==> src/verilog/nor_host_pkg.sv <==
// Constants, types and timing for the parallel flash host controller.
// Assumes a 200 MHz system clock; all pin timing is counted in its cycles.
package nor_host_pkg;
  localparam int ADDR_W = 25;
  localparam int DATA_W = 16;
  localparam int CLK_PERIOD_PS = 5000;
  // Times in ns, converted to cycles below
  localparam int MIN_RESET_PULSE_NS = 50;
  localparam int RESET_TO_SELECT_DELAY_NS = 50;
  localparam int RESET_TO_WRITE_DELAY_NS = 50;
  localparam int ACCESS_NS = 110;
  localparam int WRITE_PULSE_NS = 35;
  localparam int WRITE_HIGH_NS = 20;
  localparam int SETUP_NS = 10;
  // Least times round up
  localparam int MIN_RESET_PULSE_CYC = (MIN_RESET_PULSE_NS * 1000 + CLK_PERIOD_PS - 1) / CLK_PERIOD_PS;
  localparam int RECOVER_NS = (RESET_TO_SELECT_DELAY_NS > RESET_TO_WRITE_DELAY_NS) ?
    RESET_TO_SELECT_DELAY_NS : RESET_TO_WRITE_DELAY_NS;
  localparam int RECOVER_CYC = (RECOVER_NS * 1000 + CLK_PERIOD_PS - 1) / CLK_PERIOD_PS;
  localparam int ACCESS_CYC = (ACCESS_NS * 1000 + CLK_PERIOD_PS - 1) / CLK_PERIOD_PS + 1;
  localparam int WRITE_PULSE_CYC = (WRITE_PULSE_NS * 1000 + CLK_PERIOD_PS - 1) / CLK_PERIOD_PS;
  localparam int WRITE_HIGH_CYC = (WRITE_HIGH_NS * 1000 + CLK_PERIOD_PS - 1) / CLK_PERIOD_PS;
  localparam int SETUP_CYC = (SETUP_NS * 1000 + CLK_PERIOD_PS - 1) / CLK_PERIOD_PS;
  localparam int CNT_W = 8;
  localparam logic [15:0] POLL_MASK_X16 = 16'h80ff;

  typedef struct packed {
    logic write;
    logic word_mode;
    logic [ADDR_W-1:0] addr;
    logic [DATA_W-1:0] wdata;
    logic poll;
  } req_t;

  typedef struct packed {
    logic [DATA_W-1:0] rdata;
  } rsp_t;
endpackage

==> src/verilog/nor_host_ctrl.sv <==
// Host controller that drives an asynchronous parallel NOR flash over its pins.
// Assumes a single 200 MHz clock; flash pins sampled through two flip-flops.
//
// Overview of operation
// - Host holds width select steady during writes
// - Reset held minimum pulse resets device control
// - Host waits reset recovery before any access
// - Host ignores bits 14:8 when polling status
// - Read: address, select and output enable low
// - Output enable high through every write
`timescale 1ns/1ps
module nor_host_ctrl
(
  // Clock and reset
  input wire logic CLOCK_I,
  input wire logic ARST_N_I,
  // Request side
  input wire logic REQ_VALID_I,
  output logic REQ_READY_O,
  input wire nor_host_pkg::req_t REQ_I,
  // Read answer side
  output logic RSP_VALID_O,
  input wire logic RSP_READY_I,
  output nor_host_pkg::rsp_t RSP_O,
  // Controls
  input wire logic RESET_FLASH_I,
  input wire logic WRITE_PROTECT_I,
  output logic FLASH_READY_O,
  output logic FLASH_BUSY_O,
  // Flash pins
  output logic CHIP_SEL_N_O,
  output logic OUT_EN_N_O,
  output logic WRITE_EN_N_O,
  output logic RESET_N_O,
  output logic WRITE_PROT_N_O,
  output logic WIDTH_SEL_O,
  output logic [nor_host_pkg::ADDR_W-1:0] ADDR_O,
  input wire logic [nor_host_pkg::DATA_W-2:0] DATA_I,
  output logic [nor_host_pkg::DATA_W-2:0] DATA_O,
  output logic [nor_host_pkg::DATA_W-2:0] DATA_OE_O,
  input wire logic TOP_DATA_OR_LSB_ADDR_I,
  output logic TOP_DATA_OR_LSB_ADDR_O,
  output logic TOP_DATA_OR_LSB_ADDR_OE_O,
  input wire logic READY_BUSY_OD_I
);
  import nor_host_pkg::*;

  typedef enum logic [7:0] {
    S_RESET = 8'h01,
    S_RECOVER = 8'h02,
    S_IDLE = 8'h04,
    S_RD_WAIT = 8'h08,
    S_RD_DONE = 8'h10,
    S_WR_SETUP = 8'h20,
    S_WR_PULSE = 8'h40,
    S_WR_HOLD = 8'h80
  } state_t;

  state_t state, next_state;
  logic [CNT_W-1:0] cnt, next_cnt;
  req_t cur, next_cur;
  logic cs_n, next_cs_n, oe_n, next_oe_n, we_n, next_we_n, drive, next_drive;
  logic [DATA_W-1:0] rbuf, next_rbuf;
  logic buf_valid, buf_ready;
  logic [DATA_W-1:0] din_meta, din_sync;
  logic rb_meta, rb_sync;
  rsp_t buf_in;

  // Pins pass two flip-flops before use
  always_ff @(posedge CLOCK_I or negedge ARST_N_I)
  begin
    if (!ARST_N_I)
    begin
      din_meta <= '0;
      din_sync <= '0;
      rb_meta <= 1'b1;
      rb_sync <= 1'b1;
    end
    else
    begin
      din_meta <= {TOP_DATA_OR_LSB_ADDR_I, DATA_I};
      din_sync <= din_meta;
      rb_meta <= READY_BUSY_OD_I;
      rb_sync <= rb_meta;
    end
  end

  assign FLASH_BUSY_O = ~rb_sync;
  assign FLASH_READY_O = (state == S_IDLE);
  // Width select changes only when a request is taken, so never mid-write
  assign REQ_READY_O = (state == S_IDLE);
  assign buf_in.rdata = rbuf;
  assign buf_valid = (state == S_RD_DONE);

  always_comb
  begin
    next_state = state;
    next_cnt = (cnt == '0) ? cnt : cnt - 1'b1;
    next_cur = cur;
    next_cs_n = cs_n;
    next_oe_n = oe_n;
    next_we_n = we_n;
    next_drive = drive;
    next_rbuf = rbuf;
    case (state)
      S_RESET:
      begin
        next_cs_n = 1'b1;
        if (cnt == '0 && !RESET_FLASH_I)
        begin
          next_state = S_RECOVER;
          next_cnt = CNT_W'(RECOVER_CYC);
        end
      end
      S_RECOVER:
      begin
        if (cnt == '0)
          next_state = S_IDLE;
      end
      S_IDLE:
      begin
        if (REQ_VALID_I)
        begin
          next_cur = REQ_I;
          next_cs_n = 1'b0;
          if (REQ_I.write)
          begin
            next_oe_n = 1'b1;
            next_drive = 1'b1;
            next_state = S_WR_SETUP;
            next_cnt = CNT_W'(SETUP_CYC);
          end
          else
          begin
            next_oe_n = 1'b0;
            next_we_n = 1'b1;
            next_state = S_RD_WAIT;
            next_cnt = CNT_W'(ACCESS_CYC);
          end
        end
      end
      S_RD_WAIT:
      begin
        if (cnt == '0)
        begin
          // Status polls keep only bit 15 and the low byte in x16, only the low byte in x8
          next_rbuf = cur.poll ? (din_sync & POLL_MASK_X16) : din_sync;
          if (!cur.word_mode)
            next_rbuf = {8'h00, din_sync[7:0]};
          next_oe_n = 1'b1;
          next_cs_n = 1'b1;
          next_state = S_RD_DONE;
        end
      end
      S_RD_DONE:
      begin
        if (buf_ready)
          next_state = S_IDLE;
      end
      S_WR_SETUP:
      begin
        if (cnt == '0)
        begin
          // Address is stable before this fall of write enable
          next_we_n = 1'b0;
          next_state = S_WR_PULSE;
          next_cnt = CNT_W'(WRITE_PULSE_CYC);
        end
      end
      S_WR_PULSE:
      begin
        if (cnt == '0)
        begin
          // Data held across the rise, released WRITE_HIGH_CYC + 1 cycles later
          next_we_n = 1'b1;
          next_state = S_WR_HOLD;
          next_cnt = CNT_W'(WRITE_HIGH_CYC);
        end
      end
      S_WR_HOLD:
      begin
        if (cnt == '0)
        begin
          next_drive = 1'b0;
          next_cs_n = 1'b1;
          next_state = S_IDLE;
        end
      end
      default:
        next_state = S_RESET;
    endcase
    if (RESET_FLASH_I && state != S_RESET)
    begin
      next_state = S_RESET;
      next_cnt = CNT_W'(MIN_RESET_PULSE_CYC);
      next_cs_n = 1'b1;
      next_oe_n = 1'b1;
      next_we_n = 1'b1;
      next_drive = 1'b0;
    end
  end

  always_ff @(posedge CLOCK_I or negedge ARST_N_I)
  begin
    if (!ARST_N_I)
    begin
      state <= S_RESET;
      cnt <= CNT_W'(MIN_RESET_PULSE_CYC);
      cur <= '0;
      cs_n <= 1'b1;
      oe_n <= 1'b1;
      we_n <= 1'b1;
      drive <= 1'b0;
      rbuf <= '0;
    end
    else
    begin
      state <= next_state;
      cnt <= next_cnt;
      cur <= next_cur;
      cs_n <= next_cs_n;
      oe_n <= next_oe_n;
      we_n <= next_we_n;
      drive <= next_drive;
      rbuf <= next_rbuf;
    end
  end

  // Strobe and address pins come from flip-flops; write protect follows its input directly
  assign CHIP_SEL_N_O = cs_n;
  assign OUT_EN_N_O = oe_n;
  assign WRITE_EN_N_O = we_n;
  assign RESET_N_O = (state != S_RESET);
  assign WRITE_PROT_N_O = ~WRITE_PROTECT_I;
  assign WIDTH_SEL_O = cur.word_mode;
  assign ADDR_O = cur.addr;
  // Only the low byte carries commands in x8; upper bits never driven then
  assign DATA_O = cur.wdata[DATA_W-2:0];
  assign DATA_OE_O = {{7{drive && cur.word_mode}}, {8{drive}}};
  // Top pin is the address LSB in x8, so driven always in that mode
  assign TOP_DATA_OR_LSB_ADDR_O = cur.word_mode ? cur.wdata[DATA_W-1] : cur.addr[0];
  assign TOP_DATA_OR_LSB_ADDR_OE_O = cur.word_mode ? drive : 1'b1;

  nor_rsp_buffer u_rsp_buffer
  (
    .clk_i(CLOCK_I),
    .arst_n_i(ARST_N_I),
    .in_valid_i(buf_valid),
    .in_ready_o(buf_ready),
    .in_data_i(buf_in),
    .out_valid_o(RSP_VALID_O),
    .out_ready_i(RSP_READY_I),
    .out_data_o(RSP_O)
  );
endmodule

==> src/verilog/nor_rsp_buffer.sv <==
// Two-entry valid/ready buffer for read results.
// Assumes both sides on the same clock.
`timescale 1ns/1ps
module nor_rsp_buffer
(
  // Clock and reset
  input wire logic clk_i,
  input wire logic arst_n_i,
  // Fill side
  input wire logic in_valid_i,
  output logic in_ready_o,
  input wire nor_host_pkg::rsp_t in_data_i,
  // Drain side
  output logic out_valid_o,
  input wire logic out_ready_i,
  output nor_host_pkg::rsp_t out_data_o
);
  import nor_host_pkg::*;
  rsp_t mem [2];
  logic wptr, rptr;
  logic [1:0] count;
  logic next_wptr, next_rptr;
  logic [1:0] next_count;
  logic push, pop;

  assign in_ready_o = (count != 2'h2);
  assign out_valid_o = (count != 2'h0);
  assign push = in_valid_i && in_ready_o;
  assign pop = out_valid_o && out_ready_i;

  always_comb
  begin
    next_wptr = push ? ~wptr : wptr;
    next_rptr = pop ? ~rptr : rptr;
    next_count = count + {1'b0, push} - {1'b0, pop};
  end

  always_ff @(posedge clk_i or negedge arst_n_i)
  begin
    if (!arst_n_i)
    begin
      wptr <= 1'b0;
      rptr <= 1'b0;
      count <= 2'h0;
      mem[0] <= '0;
      mem[1] <= '0;
      out_data_o <= '0;
    end
    else
    begin
      wptr <= next_wptr;
      rptr <= next_rptr;
      count <= next_count;
      if (push)
        mem[wptr] <= in_data_i;
      out_data_o <= mem[next_rptr];
      if (push && (next_count == 2'h1 || (count == 2'h1 && pop)) && wptr == next_rptr)
        out_data_o <= in_data_i;
    end
  end
endmodule

==> config.mk <==
export PLATFORM = sky130hd
export DESIGN_NAME = nor_host_ctrl
export DESIGN_NICKNAME = d
export VERILOG_FILES = /design/src/verilog/nor_host_pkg.sv /design/src/verilog/nor_host_ctrl.sv /design/src/verilog/nor_rsp_buffer.sv
export SDC_FILE = /design/constraint.sdc
export NUM_CORES = 1
export LEC_CHECK = 0
export BUFFER_PORTS_ARGS = -buffer_cell sky130_fd_sc_hd__buf_2
export CAP_MARGIN = 0
export CORE_ASPECT_RATIO = 1.25
export CORE_MARGIN = 1.5
export CORE_UTILIZATION = 55
export DETAILED_ROUTE_END_ITERATION = 16
export PLACE_DENSITY = 0.8
export SLEW_MARGIN = 5
export SYNTH_ARGS = -nofsm -noshare
export SYNTH_HDL_FRONTEND = slang
export SYNTH_HIERARCHICAL = 1
export SYNTH_SLANG_ARGS = --single-unit
==> constraint.sdc <==
create_clock -name CLOCK_I -period 3.8 [get_ports CLOCK_I]
set_clock_uncertainty 0.1 [all_clocks]
set_input_delay 0.38 -clock CLOCK_I [delete_from_list [all_inputs] [get_ports CLOCK_I]]
set_output_delay 0.38 -clock CLOCK_I [all_outputs]
set_load 0.005 [all_outputs]
Word level (Yosys, flattened, before mapping)
Cells that the tools add are included.
W data, S select, Z words.
{ "op_classes": {"add_sub_neg": 3, "magnitude_cmp": 3, "n_eq_ne": 24, "mux": 47, "n_bitwise": 6, "reduce_logical": 26} }
{ "op_table": {"columns": ["operator", "n"], "rows": [
  ["$mux W8", 14],
  ["$mux W16", 6],
  ["$pmux W8 S7", 1],
  ["$bwmux W32", 1],
  ["$pmux W8 S4", 1],
  ["$ne A3 B3 Y1 const B", 6],
  ["$demux W16 S1", 1],
  ["$mux W1", 16],
  ["$mux W15", 1],
  ["$logic_and A1 B1 Y1", 9],
  ["$ne A3 B2 Y1 const B", 3],
  ["$eq A8 B1 Y1 const B", 1],
  ["$eq A8 B2 Y1 const B", 1],
  ["$eq A8 B3 Y1 const B", 1],
  ["$eq A8 B4 Y1 const B", 1],
  ["$eq A8 B5 Y1 const B", 1],
  ["$eq A8 B6 Y1 const B", 1],
  ["$eq A8 B7 Y1 const B", 1],
  ["$eq A8 B8 Y1 const B", 1],
  ["$logic_not A8 Y1", 1],
  ["$ne A8 B1 Y1 const B", 1],
  ["$reduce_bool A4 Y1", 2],
  ["$sub A8 B1 Y8 const B", 1],
  ["$reduce_and A7 Y1", 1],
  ["23 further kinds", 36]
]} }
{ "word_totals": {"ff_bits": 165, "input_bits": 67, "elab_cells": 130} }

Depth between registers and ports, before layout
{ "depth": {"depth_word": 9, "mapped_depth": 13} }

By module
Netlist, hierarchy kept.
{ "by_module_without_submodules": {"columns": ["module", "n_inst", "cells_per_inst", "area_each_um2", "seq_area_each_um2"], "rows": [
  ["nor_host_ctrl", 1, 470, 4838.4, 2837.7],
  ["nor_rsp_buffer", 1, 141, 2338.5, 1301.2]
]} }

Worst setup path before layout
No wires, ideal clock.
{ "synth_path": {"path_kind": "reg-to-reg", "startpoint": "register state[3]", "endpoint": "register u_rsp_buffer/out_data_o[5] (netlist bit)", "t_arrival_ps": 3116, "setup_slack_ps": 456, "path_stages_with_launch": 14, "n_path_buf": 2, "period_less_slack_ps": 3344, "cell_sequence": "dfrtp_1 buf_6 nor4_4 nand4b_1 inv_1 nand2_1 ha_1 inv_1 ha_1 xnor2_1 nor2_1 o311ai_4 buf_8 mux2_1"} }
{ "synth_between": {"elab_chain_len": 9} }
{ "synth_lines": {"columns": ["element", "line", "text"], "rows": [
  ["from (decl)", "nor_host_ctrl.sv:59", "state_t state, next_state;"],
  ["from (signal assigned)", "nor_host_ctrl.sv:218", "state <= next_state;"],
  ["$eq A8 B5 Y1 *", "nor_host_ctrl.sv:93", "assign buf_valid = (state == S_RD_DONE);"],
  ["net buf_valid", "nor_host_ctrl.sv:64", "logic buf_valid, buf_ready;"],
  ["$logic_and A1 B1 Y1 *", "nor_rsp_buffer.sv:28", "assign push = in_valid_i && in_ready_o;"],
  ["$add A2 B1 Y2", "nor_rsp_buffer.sv:35", "next_count = count + {1'b0, push} - {1'b0, pop};"],
  ["$sub A2 B1 Y2", "nor_rsp_buffer.sv:35", null],
  ["$eq A2 B1 Y1", "nor_rsp_buffer.sv:57", "if (push && (next_count == 2'h1 || (count == 2'h1 && pop)) && wptr == next_rptr)"],
  ["$logic_or A1 B1 Y1", "nor_rsp_buffer.sv:57", null],
  ["$logic_and A1 B1 Y1 * (2 in a row)", "nor_rsp_buffer.sv:57", null],
  ["$mux W16 *", "nor_rsp_buffer.sv:57", null],
  ["to (signal assigned)", "nor_rsp_buffer.sv:56", "out_data_o <= mem[next_rptr];"],
  ["to (signal assigned)", "nor_rsp_buffer.sv:58", "out_data_o <= in_data_i;"],
  ["to (decl)", "nor_rsp_buffer.sv:16", "output nor_host_pkg::rsp_t out_data_o"]
]} }
The timed path passes the listed nets; every way through them passes the cells marked *.
A chain may end at the register's enable or synchronous reset.

Final worst setup path
{ "layout_path": {"startpoint": "register state[2]", "endpoint": "register u_rsp_buffer/out_data_o[2] (netlist bit)"} }
The elaborated chain is that of the path after synthesis.

==> PnR_summary.wiki <==
{| class="wikitable"
! Metric !! Value
|-
| Number of buffers on the longest clock path || 2
|-
| Setup violators final || 0
|-
| Post-layout util || 67.1%
|-
| Worst skew pair latency || 430 ps
|-
| Final Hold Vio Count || 12
|-
| # port buffers || 149
|-
| Total net switching power || 1.10 mW
|-
| Cell internal power dissipation || about 3.4 mW
|-
| Antenna Violating Nets Remaining || 0
|-
| Total of max-cap violations || 0
|-
| Violated checks || negative hold slack
|-
| RSZ-0062 raised after global routing || false
|-
| Vias per cell || 5.21
|-
| ANT cells || 0
|-
| Final sum of negative setup slack || 0 ps
|-
| Number of synthesized flops with an enable pin || 0
|-
| Top Ports || 150
|-
| Sum of routed wire length over all layers || 14400 um
|-
| Final RePlAce weighted congestion || 0.855
|-
| Maximum frequency from static timing analysis || 0.284 GHz
|-
| Async set-or-reset flop fraction in the synthesized netlist || 100%
|-
| Core Box Area || 0.0127 mm2
|-
| CTS tree || yes
|-
| Final HPWL DP || 9710 um
|-
| Fraction of layout cells with a size suffix above 1 || about two fifths
|-
| Die extent in y || 131 um
|-
| Status || complete, but fails checks
|-
| Clock transition time at the flip-flop clock pins of the worst setup and hold paths || 60 ps
|-
| Arrival time worst endpoint || 3720 ps
|-
| Number of antenna violations at the first check in global routing || 0
|-
| CP Max Fanout || 16
|-
| Critical Path Source Type || flop
|-
| Synthesized area divided by synthesized cell count || 11.7 um2
|-
| Min Tclk post-route || 3520 ps
|-
| CP Capture Type || flop
|-
| Synth Warn # || 6
|-
| Synth-to-Final Area Change || 18.9%
|-
| Starting Density || 56.4%
|-
| Drc violations || 0
|-
| Area used by sequential logic in the layout || 0.00414 mm2
|-
| Number of distinct library cells after synthesis || 60
|-
| Fill cell total of the finished layout || roughly 950
|-
| Required time at the worst-slack endpoint || ~4000 ps
|-
| Global-route wire length before repair || 23500 um
|-
| Global-route usage over all layers || 22.3%
|-
| Final-report max-slew violation count || 0
|-
| Nets || 804
|-
| Worst vdd ir || 0.312 mV
|-
| Worst hold margin || -26.1 ps
|-
| Share of total power in sequential cells || between 40% and 50%
|-
| Multi-input gate area || about 0.0024 mm2
|-
| Overflow left after global routing || 0
|-
| Period utilisation layout || 92.7%
|-
| Number of instances in the synthesized netlist || 611
|-
| Via count of the first global-routing pass || roughly 4800
|-
| Leakage power || between 4 and 5 nW
|-
| CTS buffer count || 17
|-
| Number of iterations in the first detailed-routing pass || 4
|-
| Flip-flop cell with the highest count after synthesis || dfrtp_1
|-
| Placed Instance Area || 0.00771 mm2
|-
| Ratio of total power to cell area || about 520 mW/mm2
|-
| Net count after synthesis || 684
|-
| Via total after detailed routing || between 4000 and 5000
|-
| Register area share after synthesis || 57.7%
|-
| Die footprint || 0.0137 mm2
|-
| HP Class || in -> async
|-
| DIE WIDTH || 105 um
|-
| Worst Tran Pin Value || 945 ps
|-
| Max-slew headroom || 37.0%
|-
| Root buffer selected by CTS || clkbuf_16
|-
| Total non-filler cell area in the finished layout || 0.00853 mm2
|-
| Type of the setup path with the least slack || reg -> reg
|-
| Htree depth || 4
|-
| Sinks on the clock net || 165
|-
| Combinational fraction of design power || 14.6%
|-
| Std-Cell Rows || 46
|-
| Pin count of the biggest net entering global routing || ~110
|-
| First DRT Iteration DRCs || 211
|-
| Yosys reg bits || 165
|-
| Share of total power in the clock network || 40.8%
|-
| Sw Share || 24.7%
|-
| Mean routed wirelength per cell || 15.8 um
|-
| Syn Std Cell Area || 0.00718 mm2
|}
[synthesized netlist by cell type, types with 2 or more instances]
cell type,number,area share (%)
a21oi_1,6,0.42
a31oi_1,2,0.17
and2_1,2,0.17
and3b_2,2,0.28
buf_2,8,0.56
buf_4,57,6.0
buf_6,2,0.31
clkbuf_1,9,0.47
dfrtp_1,157,55
dfstp_2,8,2.9
ha_1,6,1.0
inv_1,18,0.94
mux2_1,3,0.47
mux2_2,54,8.5
mux2_4,18,3.8
nand2_1,143,7.5
nand3_1,23,1.6
nand4b_1,5,0.61
nor2_1,16,0.84
nor2b_1,2,0.17
nor3_1,3,0.21
nor4b_1,3,0.37
o21ai_0,14,0.98
xnor2_1,5,0.61
xor2_1,10,1.2
[cells in the final DEF, fill, tap and decap left out, drive strengths merged, types with 2 or more instances in the layout]
cell | netlist | routed
clkbuf | 9 | 25
clkinv | 1 | 2
o21ai | 14 | 14
o21a | 2 | 2
a31oi | 2 | 2
nor3 | 3 | 3
inv | 18 | 19
buf | 68 | 161
nand2 | 143 | 143
nor2 | 17 | 17
dfrtp | 157 | 157
a21oi | 6 | 6
bufinv | 0 | 4
nand4b | 5 | 5
xor2 | 10 | 10
and3 | 2 | 2
nor4b | 3 | 3
ha | 6 | 6
nand3 | 23 | 23
and3b | 2 | 2
dlygate4sd3 | 0 | 17
xnor2 | 7 | 7
dfstp | 8 | 8
nor4 | 3 | 3
nor2b | 2 | 2
and2 | 2 | 2
o311ai | 2 | 2
mux2 | 75 | 75
[repair_timing]
item / in CTS / in global routing
resized for setup: 0 / 0
hold buffers: 17 / 0
hold endpoints to repair: 17 / 0
setup buffers: 0 / 2
endpoints found under the setup margin: 0 / 16
[power by group through the flow]
stage               clock network [mW]  logic (mW)  registers, mW
global route                      1.93       0.716           2.01
detailed placement                   0       0.630           2.02
floorplan                            0       0.473           2.00
CTS                               1.86       0.651           1.99
finish                            1.82       0.650           1.99
global placement                     0       0.601           2.01
[worst max-delay path, stage by stage (launching register included)]
cell and delay (ps):
dfrtp_1 470, nor4_4 350, nand4b_1 280, inv_1 220, nand2_1 140, ha_1 300, inv_1 40, ha_1 180
xnor2_1 270, nor2_1 130, o311ai_4 350, buf_12 220, mux2_2 370
[state kept, by name, indices dropped and copies added (netlist names)]
name / cells
cnt: 8
WIDTH_SEL_O: 1
din_meta: 16
drive: 1
u_rsp_buffer/wptr: 1
din_sync: 16
rb_meta: 1
state: 8
CHIP_SEL_N_O: 1
cur: 2
buf_in: 16
OUT_EN_N_O: 1
u_rsp_buffer/out_data_o: 16
u_rsp_buffer/mem: 32
u_rsp_buffer/count: 2
rb_sync: 1
ADDR_O: 25
u_rsp_buffer/rptr: 1
WRITE_EN_N_O: 1
DATA_O: 15
[path summary, 6_finish.rpt]
kind	endpoint	cells after the start	slack, ps	start
min in group CLOCK_I	ADDR_O[7]	3	40	REQ_I[24]
setup / recovery	u_rsp_buffer/out_data_o[2]	12	280	state[2]
setup reg to reg	u_rsp_buffer/out_data_o[2]	12	280	state[2]
hold / removal	buf_in[2]	1	-30	ARST_N_I
max in group asynchronous	OUT_EN_N_O	2	2740	ARST_N_I
hold reg to reg	din_sync[8]	0	240	din_meta[8]
[cell families after synthesis]
family | share of synthesized area (%)
simple gates | 13.3
compound gates | 4.20
xor+xnor | 2.44
buf+inv | 8.51
fa+ha+maj | 1.05
mux | 12.8
flops | 57.7
[stage by stage]
stage / setup slack, ps / power, mW / cells / hold slack, ps
2_1_floorplan: 456 / 2.47 / 611 / -15.6
3_3_place_gp: 401 / 2.61 / 861 / 233
3_5_place_dp: 181 / 2.65 / 861 / 235
4_1_cts: 148 / 4.50 / 910 / 10.8
5_1_grt: 58.2 / 4.65 / 912 / 30.1
6_report: 278 / 4.47 / 912 / -26.1
[area by class of cell]
type,count,area share [%]
Clock buffer,25,5.81
Timing Repair Buffer,178,12.2
Inverter,19,0.836
Tap cell,168,2.46
Sequential cell,165,48.5
Multi-Input combinational cell,350,28.6
Clock inverter,7,1.66
[layer usage]
metal,GRT usage [%],vias up,routed length [um]
met5,0,-,0
met4,10.1,0,301
met3,5.51,29,792
met2,38.8,179,7530
met1,26.3,2333,5820
li1,-,2210,-
Note: power is estimated with default switching activity, not from simulation.
